`src/pkg/boost_ctrl_cfg.svh`:
```
// offsets, field positions, reset values and fixed figures of the boost enable controller
`ifndef BOOST_CTRL_CFG_SVH
`define BOOST_CTRL_CFG_SVH

// apb register byte offsets
`define BK_ADDR_W          8
`define BK_OFF_CONTROL     8'h00
`define BK_OFF_STATUS      8'h04
`define BK_OFF_IRQ_STATUS  8'h08
`define BK_OFF_IRQ_MASK    8'h0c
`define BK_OFF_ZONE_A_PWM  8'h10
`define BK_OFF_ZONE_B_PWM  8'h14

// control register fields
`define BK_CTRL_W          8
`define BK_CTRL_RST        8'h00
`define BK_CTRL_STR1       0
`define BK_CTRL_STR2       1
`define BK_CTRL_STR3       2
`define BK_CTRL_S4_SEL     3
`define BK_CTRL_SCENE      4
`define BK_CTRL_S4_ADAPT   5
`define BK_CTRL_DUAL       6
`define BK_CTRL_PWM_EN     7

// interrupt status / mask fields
`define BK_IRQ_W           5
`define BK_IRQ_RST         5'h00
`define BK_IRQ_READY       0
`define BK_IRQ_UV          1
`define BK_IRQ_OV          2
`define BK_IRQ_INVALID     3
`define BK_IRQ_FAULT       4

// zone pwm register: duty in [15:0], period in [31:16]
`define BK_PWM_W           16
`define BK_ZONE_RST        32'h00ff_0080

// analog comparator inputs, index into the synchroniser vector
`define BK_AIN_W           5
`define BK_AIN_BELOW_UV    0
`define BK_AIN_ABOVE_UVH   1
`define BK_AIN_OVER_V      2
`define BK_AIN_BELOW_OVH   3
`define BK_AIN_STEADY      4

// fixed-reference output target, millivolts, shown in status [31:16]
`define BK_FIXED_TARGET_MV 16'h55f0

`endif

```
`src/pkg/boost_ctrl_pkg.sv`:
```
// types shared by the boost enable controller
`include "boost_ctrl_cfg.svh"
package boost_ctrl_pkg;
  typedef enum logic [2:0] {
    ST_OFF      = 3'b000,
    ST_RAMP     = 3'b001,
    ST_READY    = 3'b010,
    ST_UV_FAULT = 3'b011,
    ST_OV_FAULT = 3'b100
  } boost_state_t;

  typedef struct packed {
    logic       boost_req;
    logic       adaptive;
    logic [3:0] node_sel;
    logic       invalid;
    logic       scene_only;
    logic       s4_camera;
    logic [3:0] zone_b;
    logic [3:0] sink_req;
    logic [3:0] pwm_mode;
  } decode_t;

  typedef struct packed {
    logic [`BK_CTRL_W-1:0] ctrl;
    logic [`BK_IRQ_W-1:0]  irq_stat;
    logic [`BK_IRQ_W-1:0]  irq_mask;
    logic [31:0]           zone_a_cfg;
    logic [31:0]           zone_b_cfg;
    logic [`BK_PWM_W-1:0]  cnt_a;
    logic [`BK_PWM_W-1:0]  cnt_b;
    boost_state_t          state;
    logic [`BK_AIN_W-1:0]  ain_meta;
    logic [`BK_AIN_W-1:0]  ain_sync;
    logic                  boost_en;
    logic                  ref_adaptive;
    logic                  ref_fixed;
    logic [3:0]            node_sel;
    logic                  uv_comp_en;
    logic                  fault;
    logic [3:0]            sink_on;
    logic                  irq;
    logic [31:0]           prdata;
    logic                  pready;
    logic                  pslverr;
  } regs_t;
endpackage : boost_ctrl_pkg

```
`src/core/boost_enable_ctrl.sv`:
```
// boost rail enable, reference select, zone routing and fault flag controller
//
// Decided for this implementation: the register offsets and register access over APB.
`timescale 1ns/1ps
`default_nettype none
`include "boost_ctrl_cfg.svh"

module boost_enable_ctrl (
  input  wire logic                  i_clk_sys,           // system clock, 100 MHz
  input  wire logic                  i_reset,             // async reset, active high
  input  wire logic                  i_psel,              // apb select
  input  wire logic                  i_penable,           // apb access phase
  input  wire logic                  i_pwrite,            // apb direction, 1 = write
  input  wire logic [`BK_ADDR_W-1:0] i_paddr,             // apb byte address
  input  wire logic [31:0]           i_pwdata,            // apb write data
  output var  logic [31:0]           o_prdata,            // apb read data
  output var  logic                  o_pready,            // apb ready
  output var  logic                  o_pslverr,           // apb error, unmapped address
  input  wire logic                  i_out_below_uv,      // output below under-voltage level
  input  wire logic                  i_out_above_uv_hyst, // output above uv level plus hysteresis
  input  wire logic                  i_out_over_voltage,  // output above over-voltage level
  input  wire logic                  i_out_below_ov_hyst, // output below ov level minus hysteresis
  input  wire logic                  i_out_steady,        // output ramp has settled
  output var  logic                  o_boost_enable,      // run the boost converter
  output var  logic                  o_ref_adaptive,      // regulate from lowest selected node
  output var  logic                  o_ref_fixed,         // regulate to the fixed target
  output var  logic [3:0]            o_adapt_node_select, // sink nodes one..three, scene node
  output var  logic                  o_uv_comp_enable,    // under-voltage comparator power
  output var  logic                  o_boost_fault_flag,  // fault / not-ready flag
  output var  logic [3:0]            o_sink_enable,       // current sink drive, strings 1..4
  output var  logic                  o_irq                // level interrupt
);

  boost_ctrl_pkg::regs_t   q;         // every flip-flop of the block
  boost_ctrl_pkg::regs_t   d;         // next value of every flip-flop
  boost_ctrl_pkg::decode_t dec;       // decode of the live control register
  boost_ctrl_pkg::decode_t dec_wr;    // decode of a control value being written

  // turn the enable bits into load, reference and zone decisions.
  // used both for the live register and to flag a bad write.
  function automatic boost_ctrl_pkg::decode_t decode_ctrl(
    input logic [`BK_CTRL_W-1:0] c
  );
    boost_ctrl_pkg::decode_t r;
    logic                    any13;
    logic                    s4_bl;
    logic                    dual;
    r        = '0;
    any13    = c[`BK_CTRL_STR1] | c[`BK_CTRL_STR2] | c[`BK_CTRL_STR3];
    dual     = c[`BK_CTRL_DUAL];
    // string four select counts only with the scene enable
    s4_bl    = c[`BK_CTRL_SCENE] & c[`BK_CTRL_S4_SEL];
    // pwm sinks together with backlight strings one..three is illegal
    r.invalid = c[`BK_CTRL_PWM_EN] & any13;
    if (r.invalid) begin
      // keep everything dark rather than guess a drive
      r = '0;
      r.invalid = 1'b1;
    end else begin
      // the rail only runs for a backlight string or the scene string
      r.boost_req = any13 | c[`BK_CTRL_SCENE];
      // adaptive whenever a backlight load or the scene string with adapt select is active
      r.adaptive  = any13 | s4_bl | (c[`BK_CTRL_SCENE] & c[`BK_CTRL_S4_ADAPT]);
      r.node_sel[0] = c[`BK_CTRL_STR1];
      r.node_sel[1] = c[`BK_CTRL_STR2];
      r.node_sel[2] = c[`BK_CTRL_STR3];
      // camera use leaves the scene node out unless adapt select is set
      r.node_sel[3] = s4_bl | (c[`BK_CTRL_SCENE] & c[`BK_CTRL_S4_ADAPT]);
      r.scene_only  = c[`BK_CTRL_SCENE] & ~any13;
      r.s4_camera   = c[`BK_CTRL_SCENE] & ~c[`BK_CTRL_S4_SEL];
      // strings one and two always sit in zone a; three moves with dual
      r.zone_b[2]   = dual;
      // string four backlight: zone a normally, zone b in dual mode
      r.zone_b[3]   = dual;
      // string requests; the open-drain mode reuses sinks one..three
      r.sink_req[0] = c[`BK_CTRL_STR1] | c[`BK_CTRL_PWM_EN];
      r.sink_req[1] = c[`BK_CTRL_STR2] | c[`BK_CTRL_PWM_EN];
      r.sink_req[2] = c[`BK_CTRL_STR3] | c[`BK_CTRL_PWM_EN];
      r.sink_req[3] = c[`BK_CTRL_SCENE];
      r.pwm_mode    = {1'b0, {3{c[`BK_CTRL_PWM_EN]}}};
    end
    return r;
  endfunction : decode_ctrl

  // free-running pwm counter step, wraps after the programmed period
  function automatic logic [`BK_PWM_W-1:0] pwm_step(
    input logic [`BK_PWM_W-1:0] cnt,
    input logic [`BK_PWM_W-1:0] period
  );
    return (cnt >= period) ? '0 : cnt + `BK_PWM_W'(1);
  endfunction : pwm_step

  // all next-state logic in one place
  always_comb begin : next_state
    logic                 acc_first;   // first access cycle, answer is prepared
    logic                 acc_done;    // completing edge, writes land here
    logic                 wr;          // completed write
    logic                 mapped;      // address hits a register
    logic [31:0]          rdata;       // read mux
    logic [`BK_IRQ_W-1:0] ev;          // events raised this cycle
    logic [`BK_IRQ_W-1:0] clr;         // write-one-to-clear mask
    logic                 pwm_a;       // zone a pwm level
    logic                 pwm_b;       // zone b pwm level
    logic                 run_ok;      // rail settled enough to light leds
    d         = q;
    pwm_a     = 1'b0;
    pwm_b     = 1'b0;
    run_ok    = 1'b0;
    ev        = '0;
    clr       = '0;
    rdata     = '0;
    mapped    = 1'b1;
    acc_first = i_psel & i_penable & ~q.pready;
    acc_done  = i_psel & i_penable & q.pready;
    wr        = acc_done & i_pwrite & ~q.pslverr;
    dec       = decode_ctrl(q.ctrl);
    dec_wr    = decode_ctrl(i_pwdata[`BK_CTRL_W-1:0]);

    // two-stage synchroniser for the analog comparator levels
    d.ain_meta = {i_out_steady, i_out_below_ov_hyst, i_out_over_voltage,
                  i_out_above_uv_hyst, i_out_below_uv};
    d.ain_sync = q.ain_meta;

    // apb: one wait state, so the answer is registered like every output
    d.pready = acc_first;
    if (acc_first) begin
      unique case (i_paddr)
        `BK_OFF_CONTROL:    rdata = {24'h00_0000, q.ctrl};
        // status: target mV, zone b members, node select, flags, state
        `BK_OFF_STATUS:     rdata = {`BK_FIXED_TARGET_MV, dec.zone_b, q.node_sel,
                                     q.uv_comp_en, q.fault, q.ref_fixed,
                                     q.ref_adaptive, q.boost_en, q.state};
        `BK_OFF_IRQ_STATUS: rdata = {27'h000_0000, q.irq_stat};
        `BK_OFF_IRQ_MASK:   rdata = {27'h000_0000, q.irq_mask};
        `BK_OFF_ZONE_A_PWM: rdata = q.zone_a_cfg;
        `BK_OFF_ZONE_B_PWM: rdata = q.zone_b_cfg;
        default:            mapped = 1'b0;
      endcase
      d.prdata  = rdata;
      d.pslverr = ~mapped;
    end else if (acc_done) begin
      // drop the answer once taken so a stale error never lingers
      d.prdata  = '0;
      d.pslverr = 1'b0;
    end

    // register writes at the completing edge; status is read-only
    if (wr) begin
      unique case (i_paddr)
        `BK_OFF_CONTROL: begin
          d.ctrl = i_pwdata[`BK_CTRL_W-1:0];
          // a rejected combination is reported, the value still stored
          ev[`BK_IRQ_INVALID] = dec_wr.invalid;
        end
        `BK_OFF_IRQ_STATUS: clr = i_pwdata[`BK_IRQ_W-1:0];
        `BK_OFF_IRQ_MASK:   d.irq_mask = i_pwdata[`BK_IRQ_W-1:0];
        `BK_OFF_ZONE_A_PWM: d.zone_a_cfg = i_pwdata;
        `BK_OFF_ZONE_B_PWM: d.zone_b_cfg = i_pwdata;
        default:            d.ctrl = q.ctrl;
      endcase
    end

    // boost sequencer; removing every load drops straight to off
    unique case (q.state)
      boost_ctrl_pkg::ST_OFF: begin
        if (dec.boost_req) begin
          d.state = boost_ctrl_pkg::ST_RAMP;
        end
      end
      boost_ctrl_pkg::ST_RAMP: begin
        if (q.ain_sync[`BK_AIN_OVER_V]) begin
          d.state = boost_ctrl_pkg::ST_OV_FAULT;
        end else if (q.ain_sync[`BK_AIN_STEADY]) begin
          d.state = boost_ctrl_pkg::ST_READY;
          ev[`BK_IRQ_READY] = 1'b1;
        end
      end
      boost_ctrl_pkg::ST_READY: begin
        if (q.ain_sync[`BK_AIN_OVER_V]) begin
          d.state = boost_ctrl_pkg::ST_OV_FAULT;
        end else if (q.uv_comp_en & q.ain_sync[`BK_AIN_BELOW_UV]) begin
          // only a powered comparator can report an under-voltage
          d.state = boost_ctrl_pkg::ST_UV_FAULT;
        end
      end
      boost_ctrl_pkg::ST_UV_FAULT: begin
        if (q.ain_sync[`BK_AIN_OVER_V]) begin
          d.state = boost_ctrl_pkg::ST_OV_FAULT;
        end else if (q.ain_sync[`BK_AIN_ABOVE_UVH]) begin
          d.state = boost_ctrl_pkg::ST_READY;
        end
      end
      boost_ctrl_pkg::ST_OV_FAULT: begin
        // resume only once below the lower hysteresis point
        if (q.ain_sync[`BK_AIN_BELOW_OVH]) begin
          d.state = boost_ctrl_pkg::ST_READY;
        end
      end
      default: d.state = boost_ctrl_pkg::ST_OFF;
    endcase
    if (!dec.boost_req) begin
      d.state = boost_ctrl_pkg::ST_OFF;
    end

    // events on entry to the fault states
    ev[`BK_IRQ_UV] = (d.state == boost_ctrl_pkg::ST_UV_FAULT) &
                     (q.state != boost_ctrl_pkg::ST_UV_FAULT);
    ev[`BK_IRQ_OV] = (d.state == boost_ctrl_pkg::ST_OV_FAULT) &
                     (q.state != boost_ctrl_pkg::ST_OV_FAULT);

    // flag high from turn-on until ready, and in either fault state
    d.fault = (d.state == boost_ctrl_pkg::ST_RAMP) |
              (d.state == boost_ctrl_pkg::ST_UV_FAULT) |
              (d.state == boost_ctrl_pkg::ST_OV_FAULT);
    ev[`BK_IRQ_FAULT] = d.fault & ~q.fault;

    // over-voltage stops switching; the rail is otherwise on while loaded
    d.boost_en = (d.state == boost_ctrl_pkg::ST_RAMP) |
                 (d.state == boost_ctrl_pkg::ST_READY) |
                 (d.state == boost_ctrl_pkg::ST_UV_FAULT);

    // comparator: always during ramp, afterwards only for scene-only load,
    // since a backlight-tracked output moves with led current
    d.uv_comp_en = (d.state == boost_ctrl_pkg::ST_RAMP) |
                   (((d.state == boost_ctrl_pkg::ST_READY) |
                     (d.state == boost_ctrl_pkg::ST_UV_FAULT)) &
                    dec.scene_only);

    // reference choice follows the live enables while the rail runs
    d.ref_adaptive = d.boost_en & dec.adaptive;
    d.ref_fixed    = d.boost_en & ~dec.adaptive;
    d.node_sel     = d.boost_en ? dec.node_sel : 4'h0;

    // two independent pwm generators, one per zone, same rail
    d.cnt_a = pwm_step(q.cnt_a, q.zone_a_cfg[31:16]);
    d.cnt_b = pwm_step(q.cnt_b, q.zone_b_cfg[31:16]);
    pwm_a   = q.cnt_a < q.zone_a_cfg[`BK_PWM_W-1:0];
    pwm_b   = q.cnt_b < q.zone_b_cfg[`BK_PWM_W-1:0];

    // leds powered by the rail wait for ready and go dark on over-voltage
    run_ok    = (q.state == boost_ctrl_pkg::ST_READY) |
                (q.state == boost_ctrl_pkg::ST_UV_FAULT);
    for (int i = 0; i < 4; i++) begin
      if (!dec.sink_req[i]) begin
        d.sink_on[i] = 1'b0;
      end else if (dec.pwm_mode[i]) begin
        // open-drain pwm has its own pull-up and needs no rail
        d.sink_on[i] = dec.zone_b[i] ? pwm_b : pwm_a;
      end else if (i == 3 && dec.s4_camera) begin
        // camera lighting is a steady load, not part of either zone
        d.sink_on[i] = run_ok;
      end else begin
        d.sink_on[i] = run_ok & (dec.zone_b[i] ? pwm_b : pwm_a);
      end
    end
    d.sink_on = dec.invalid ? 4'h0 : d.sink_on;

    // sticky events: a set in the clearing cycle wins
    d.irq_stat = (q.irq_stat & ~clr) | ev;
    d.irq      = |(d.irq_stat & d.irq_mask);
  end : next_state

  // single register stage for the whole block
  always_ff @(posedge i_clk_sys or posedge i_reset) begin : state_regs
    if (i_reset) begin
      q            <= '0;
      q.ctrl       <= `BK_CTRL_RST;
      q.irq_stat   <= `BK_IRQ_RST;
      q.irq_mask   <= `BK_IRQ_RST;
      q.zone_a_cfg <= `BK_ZONE_RST;
      q.zone_b_cfg <= `BK_ZONE_RST;
      q.state      <= boost_ctrl_pkg::ST_OFF;
    end else begin
      q <= d;
    end
  end : state_regs

  // outputs straight from the register stage
  assign o_prdata            = q.prdata;
  assign o_pready            = q.pready;
  assign o_pslverr           = q.pslverr;
  assign o_boost_enable      = q.boost_en;
  assign o_ref_adaptive      = q.ref_adaptive;
  assign o_ref_fixed         = q.ref_fixed;
  assign o_adapt_node_select = q.node_sel;
  assign o_uv_comp_enable    = q.uv_comp_en;
  assign o_boost_fault_flag  = q.fault;
  assign o_sink_enable       = q.sink_on;
  assign o_irq               = q.irq;

endmodule : boost_enable_ctrl
`default_nettype wire

```
`config.mk`:
```
export PLATFORM = sky130hd
export DESIGN_NAME = boost_enable_ctrl
export DESIGN_NICKNAME = d
export VERILOG_FILES = /design/src/pkg/boost_ctrl_pkg.sv /design/src/core/boost_enable_ctrl.sv
export VERILOG_INCLUDE_DIRS = /design/src /design/src/pkg
export SDC_FILE = /design/constraint.sdc
export NUM_CORES = 1
export LEC_CHECK = 0
export ABC_CLOCK_PERIOD_IN_PS = 5800
export BUFFER_PORTS_ARGS = -buffer_cell sky130_fd_sc_hd__clkbuf_2
export CORE_MARGIN = 2
export CORE_UTILIZATION = 59
export CTS_CLUSTER_SIZE = 14
export DETAILED_ROUTE_END_ITERATION = 12
export PLACE_DENSITY = 0.77
export RECOVER_POWER = 50
export SYNTH_ARGS = -nofsm -noshare
export SYNTH_HDL_FRONTEND = slang
export SYNTH_SLANG_ARGS = --single-unit
```
`constraint.sdc`:
```
create_clock -name i_clk_sys -period 5.8 [get_ports i_clk_sys]
set_clock_uncertainty 0.05 [all_clocks]
set_input_delay 0.58 -clock i_clk_sys [delete_from_list [all_inputs] [get_ports i_clk_sys]]
set_output_delay 0.58 -clock i_clk_sys [all_outputs]
set_load 0.02 [all_outputs]
```
==> impl_metrics.tcl <==
set metrics [dict create \
    clk_latency_ps 440 \
    failed_checks "max-capacitance violations, max-slew violations" \
    reported_leakage_power_uw 0.00482 \
    most_frequent_standard_cell_in_the_layout_excluding_fill_and_tap_cells "dfrtp_1" \
    slowest_stage "clkbuf_1" \
    criticalPathCategory "in2reg" \
    num-fill-cells 1215 \
    post_dp_cell_area_um2 9580 \
    max_clock_freq_mhz 278 \
    crit_chain "clkbuf_2 -> nand2_1 -> clkbuf_1 -> or2_0 -> inv_1 -> nand2_1 -> o21ai_0" \
    slew_violations 112 \
    drt_iter0_markers 538 \
    postCtsSetupBuffers 0 \
    place_hpwl_um 15900 \
    grt_antenna_before_repair 0 \
    setup.worst_path.end_class "flop" \
    cts-resized-gates 0 \
    multi_input_area_um2 4070 \
    chipWidth_um 129 \
    cp_common_cell "nand2_1" \
    cts_made_buffers 17 \
    first_global_vias 6683 \
    p_switching_uw 616 \
    clk_root_buffer_cell "clkbuf_16" \
    grt_first_pass_wirelength_um 35500 \
    clock_tree.htree_level_count 4 \
    rows 45 \
    grt_overflow_total 0 \
    grt_start_max_net_pins 76 \
    detail-route-antenna-nets 0 \
    timing.critical_path.arrival_ps 3820 \
    synth_fp_nets 972 \
    critPathMaxStageDelay_ps 1250 \
    power.sequential.fraction 0.506 \
    die-height_um 129 \
    firstDrtPassIters 4 \
    final_area_um2 10100 \
    finalSetupViolCount 0 \
    internal_power_uw 1820 \
    slew_headroom -1.10 \
    layout_common_cells "dfrtp_1, mux2_2, inv_1" \
    clockPowerShare 0.459 \
    fin_crit_sh 0.621 \
    antenna_cells 0 \
    postRouteWirelength_um 22300 \
    postCtsHoldBufs 0 \
    synth_top_area_share 0.426 \
    start_util 0.605 \
    boundaryPins 98 \
    max-clock-path-buffers 2 \
    drcViolationCount 0 \
    clock_net_sink_count 175 \
    register_area_um2 4400 \
    mappedNetlistArea_um2 9230 \
    asyncSetResetFlopFracSynth 1.00 \
    hold_viol_final 0 \
    port-buffer-count 97 \
    tritoncts_clock_tree "yes" \
    p_sw_frac 0.253 \
    rsz0062_at_grt "no" \
    grt_use_total 0.281 \
    fp.dieArea_um2 16700 \
    final.setup.tns_ps 0 \
    synthFlopType "dfrtp_1" \
    synth.area.top_cells "dfrtp_1, mux2_2, ha_1" \
    library_cells_used_by_synthesis 62 \
    tightest_slew_ps 3130 \
    pwr_density_cell_nw_per_um2 242 \
    clkSlewWorstSetupHoldPaths_ps 70 \
    pwr-share-comb 0.034 \
    synth_register_bits 175 \
    synth_top_area_cell "dfrtp_1" \
    critical_path.max_fanout 35 \
    routed_via_density 5.97 \
    ir_drop_v 0.000238 \
    placeableCoreArea_um2 15300 \
    hold_class "in2reg" \
    postSynthCellCount 858 \
    number_of_synthesized_flops_with_an_enable_pin 0 \
    area_growth_from_synthesis_to_layout_pct 9.08 \
    crit_required_ps 6020 \
    detailroute.via_count 6752 \
    worst_setup_path_start_kind "primary input" \
    ys.warnings.count 0 \
    post_synth.cell_area_avg_um2 10.8 \
    post_route_cells_drive_above_1_share 0.226 \
    finalCriticalPeriod_ps 3600 \
    run_status "complete, but fails checks" \
    synth_sequential_area_ratio 0.477 \
    wl_per_cell_um 19.7 \
    fin_nets 1021 \
    number_of_violations_of_the_max_capacitance_limit 2 \
    gp_congestion 0.846 \
]
==> per-stage QoR <==
step	hold WS (ps)	setup slack [ps]	instances	util	power [µW]
floorplan	281	455	858	-	1300
global placement	284	2410	1099	0.628	1340
detailed placement	286	2350	1099	0.628	1340
CTS	178	2790	1131	0.665	2450
global route	182	1640	1131	0.660	2510
finish	192	2200	1131	0.660	2440
==> state kept, by name, summed over array words and instances, names as in the netlist, 4 cells and up <==
register / count
o_sink_enable: 4
d: 5
o_prdata: 32
q: 122
o_adapt_node_select: 4
==> routing by layer <==
metal	global-route usage	vias to the layer above	wire length (µm)
met2	0.454	179	10700
met1	0.388	3457	10100
met3	0.0491	38	984
met4	0.0997	0	527
li1	-	3078	-
met5	0	-	0
==> kinds of logic after synthesis <==
group / count (synthesis) / share of synthesized area
adders and majority gates: 64 / 0.0867
xor gates and xnor gates: 28 / 0.0266
AOI/OAI and AO/OA: 165 / 0.123
muxes: 83 / 0.102
and+or+nand+nor: 195 / 0.105
DFF: 175 / 0.477
buffers and inverters: 148 / 0.0793
==> power by group through the flow <==
stage,clock network (µW),logic (µW),registers (µW)
after floorplan,0,42.4,1260
after global placement,0,85.7,1260
after detailed placement,0,86.8,1260
after CTS,1130,87.3,1230
after global routing,1180,93.2,1230
final,1120,84.0,1230
==> Yosys cell counts, types with 2 or more instances <==
library cell	count
o21ai_0	43
nand2b_1	4
nand2_1	66
and3_1	16
buf_4	42
nor2b_1	5
or2_2	4
a221oi_1	16
clkbuf_1	15
nand3_1	18
and2_1	5
a32oi_1	3
dfrtp_1	157
mux2_2	77
mux2_1	4
a21o_1	13
a222oi_1	2
a21boi_0	2
o211ai_1	3
nor3_1	6
xor2_1	21
dfstp_2	18
o2111ai_1	2
nor2_1	48
o21a_1	4
inv_1	76
buf_2	15
a21oi_1	27
xnor2_1	7
a22oi_1	13
a211o_1	4
o2111a_1	2
o31ai_1	3
a22o_1	12
nand2_2	2
ha_1	64
a211oi_1	7
nand4_1	8
==> worst max-delay path: cells and delay by family <==
kind	cells	cell delay, ps
compound gates	1	280
simple gates	3	1470
buf+inv	3	1470
==> layout make-up <==
type                            count  area share
Sequential cell                   175       0.437
Multi-Input combinational cell    535       0.404
Timing Repair Buffer              102      0.0471
Clock buffer                       17      0.0422
Inverter                           76      0.0285
Tap cell                          211      0.0262
Clock inverter                     15      0.0145
==> path summary, 6_finish.rpt <==
path	startpoint	end	slack, ps	depth (start not counted)
max in group asynchronous	i_reset	q[140]	2360	3
min reg2reg	d[52]	q[52]	300	0
max	i_psel	o_prdata[24]	2200	7
min in group asynchronous	i_reset	o_sink_enable[2]	980	2
min	i_out_below_ov_hyst	d[51]	190	1
max reg2reg	q[146]	q[77]	3150	8
No activity file was read; power rests on OpenSTA's default activity.
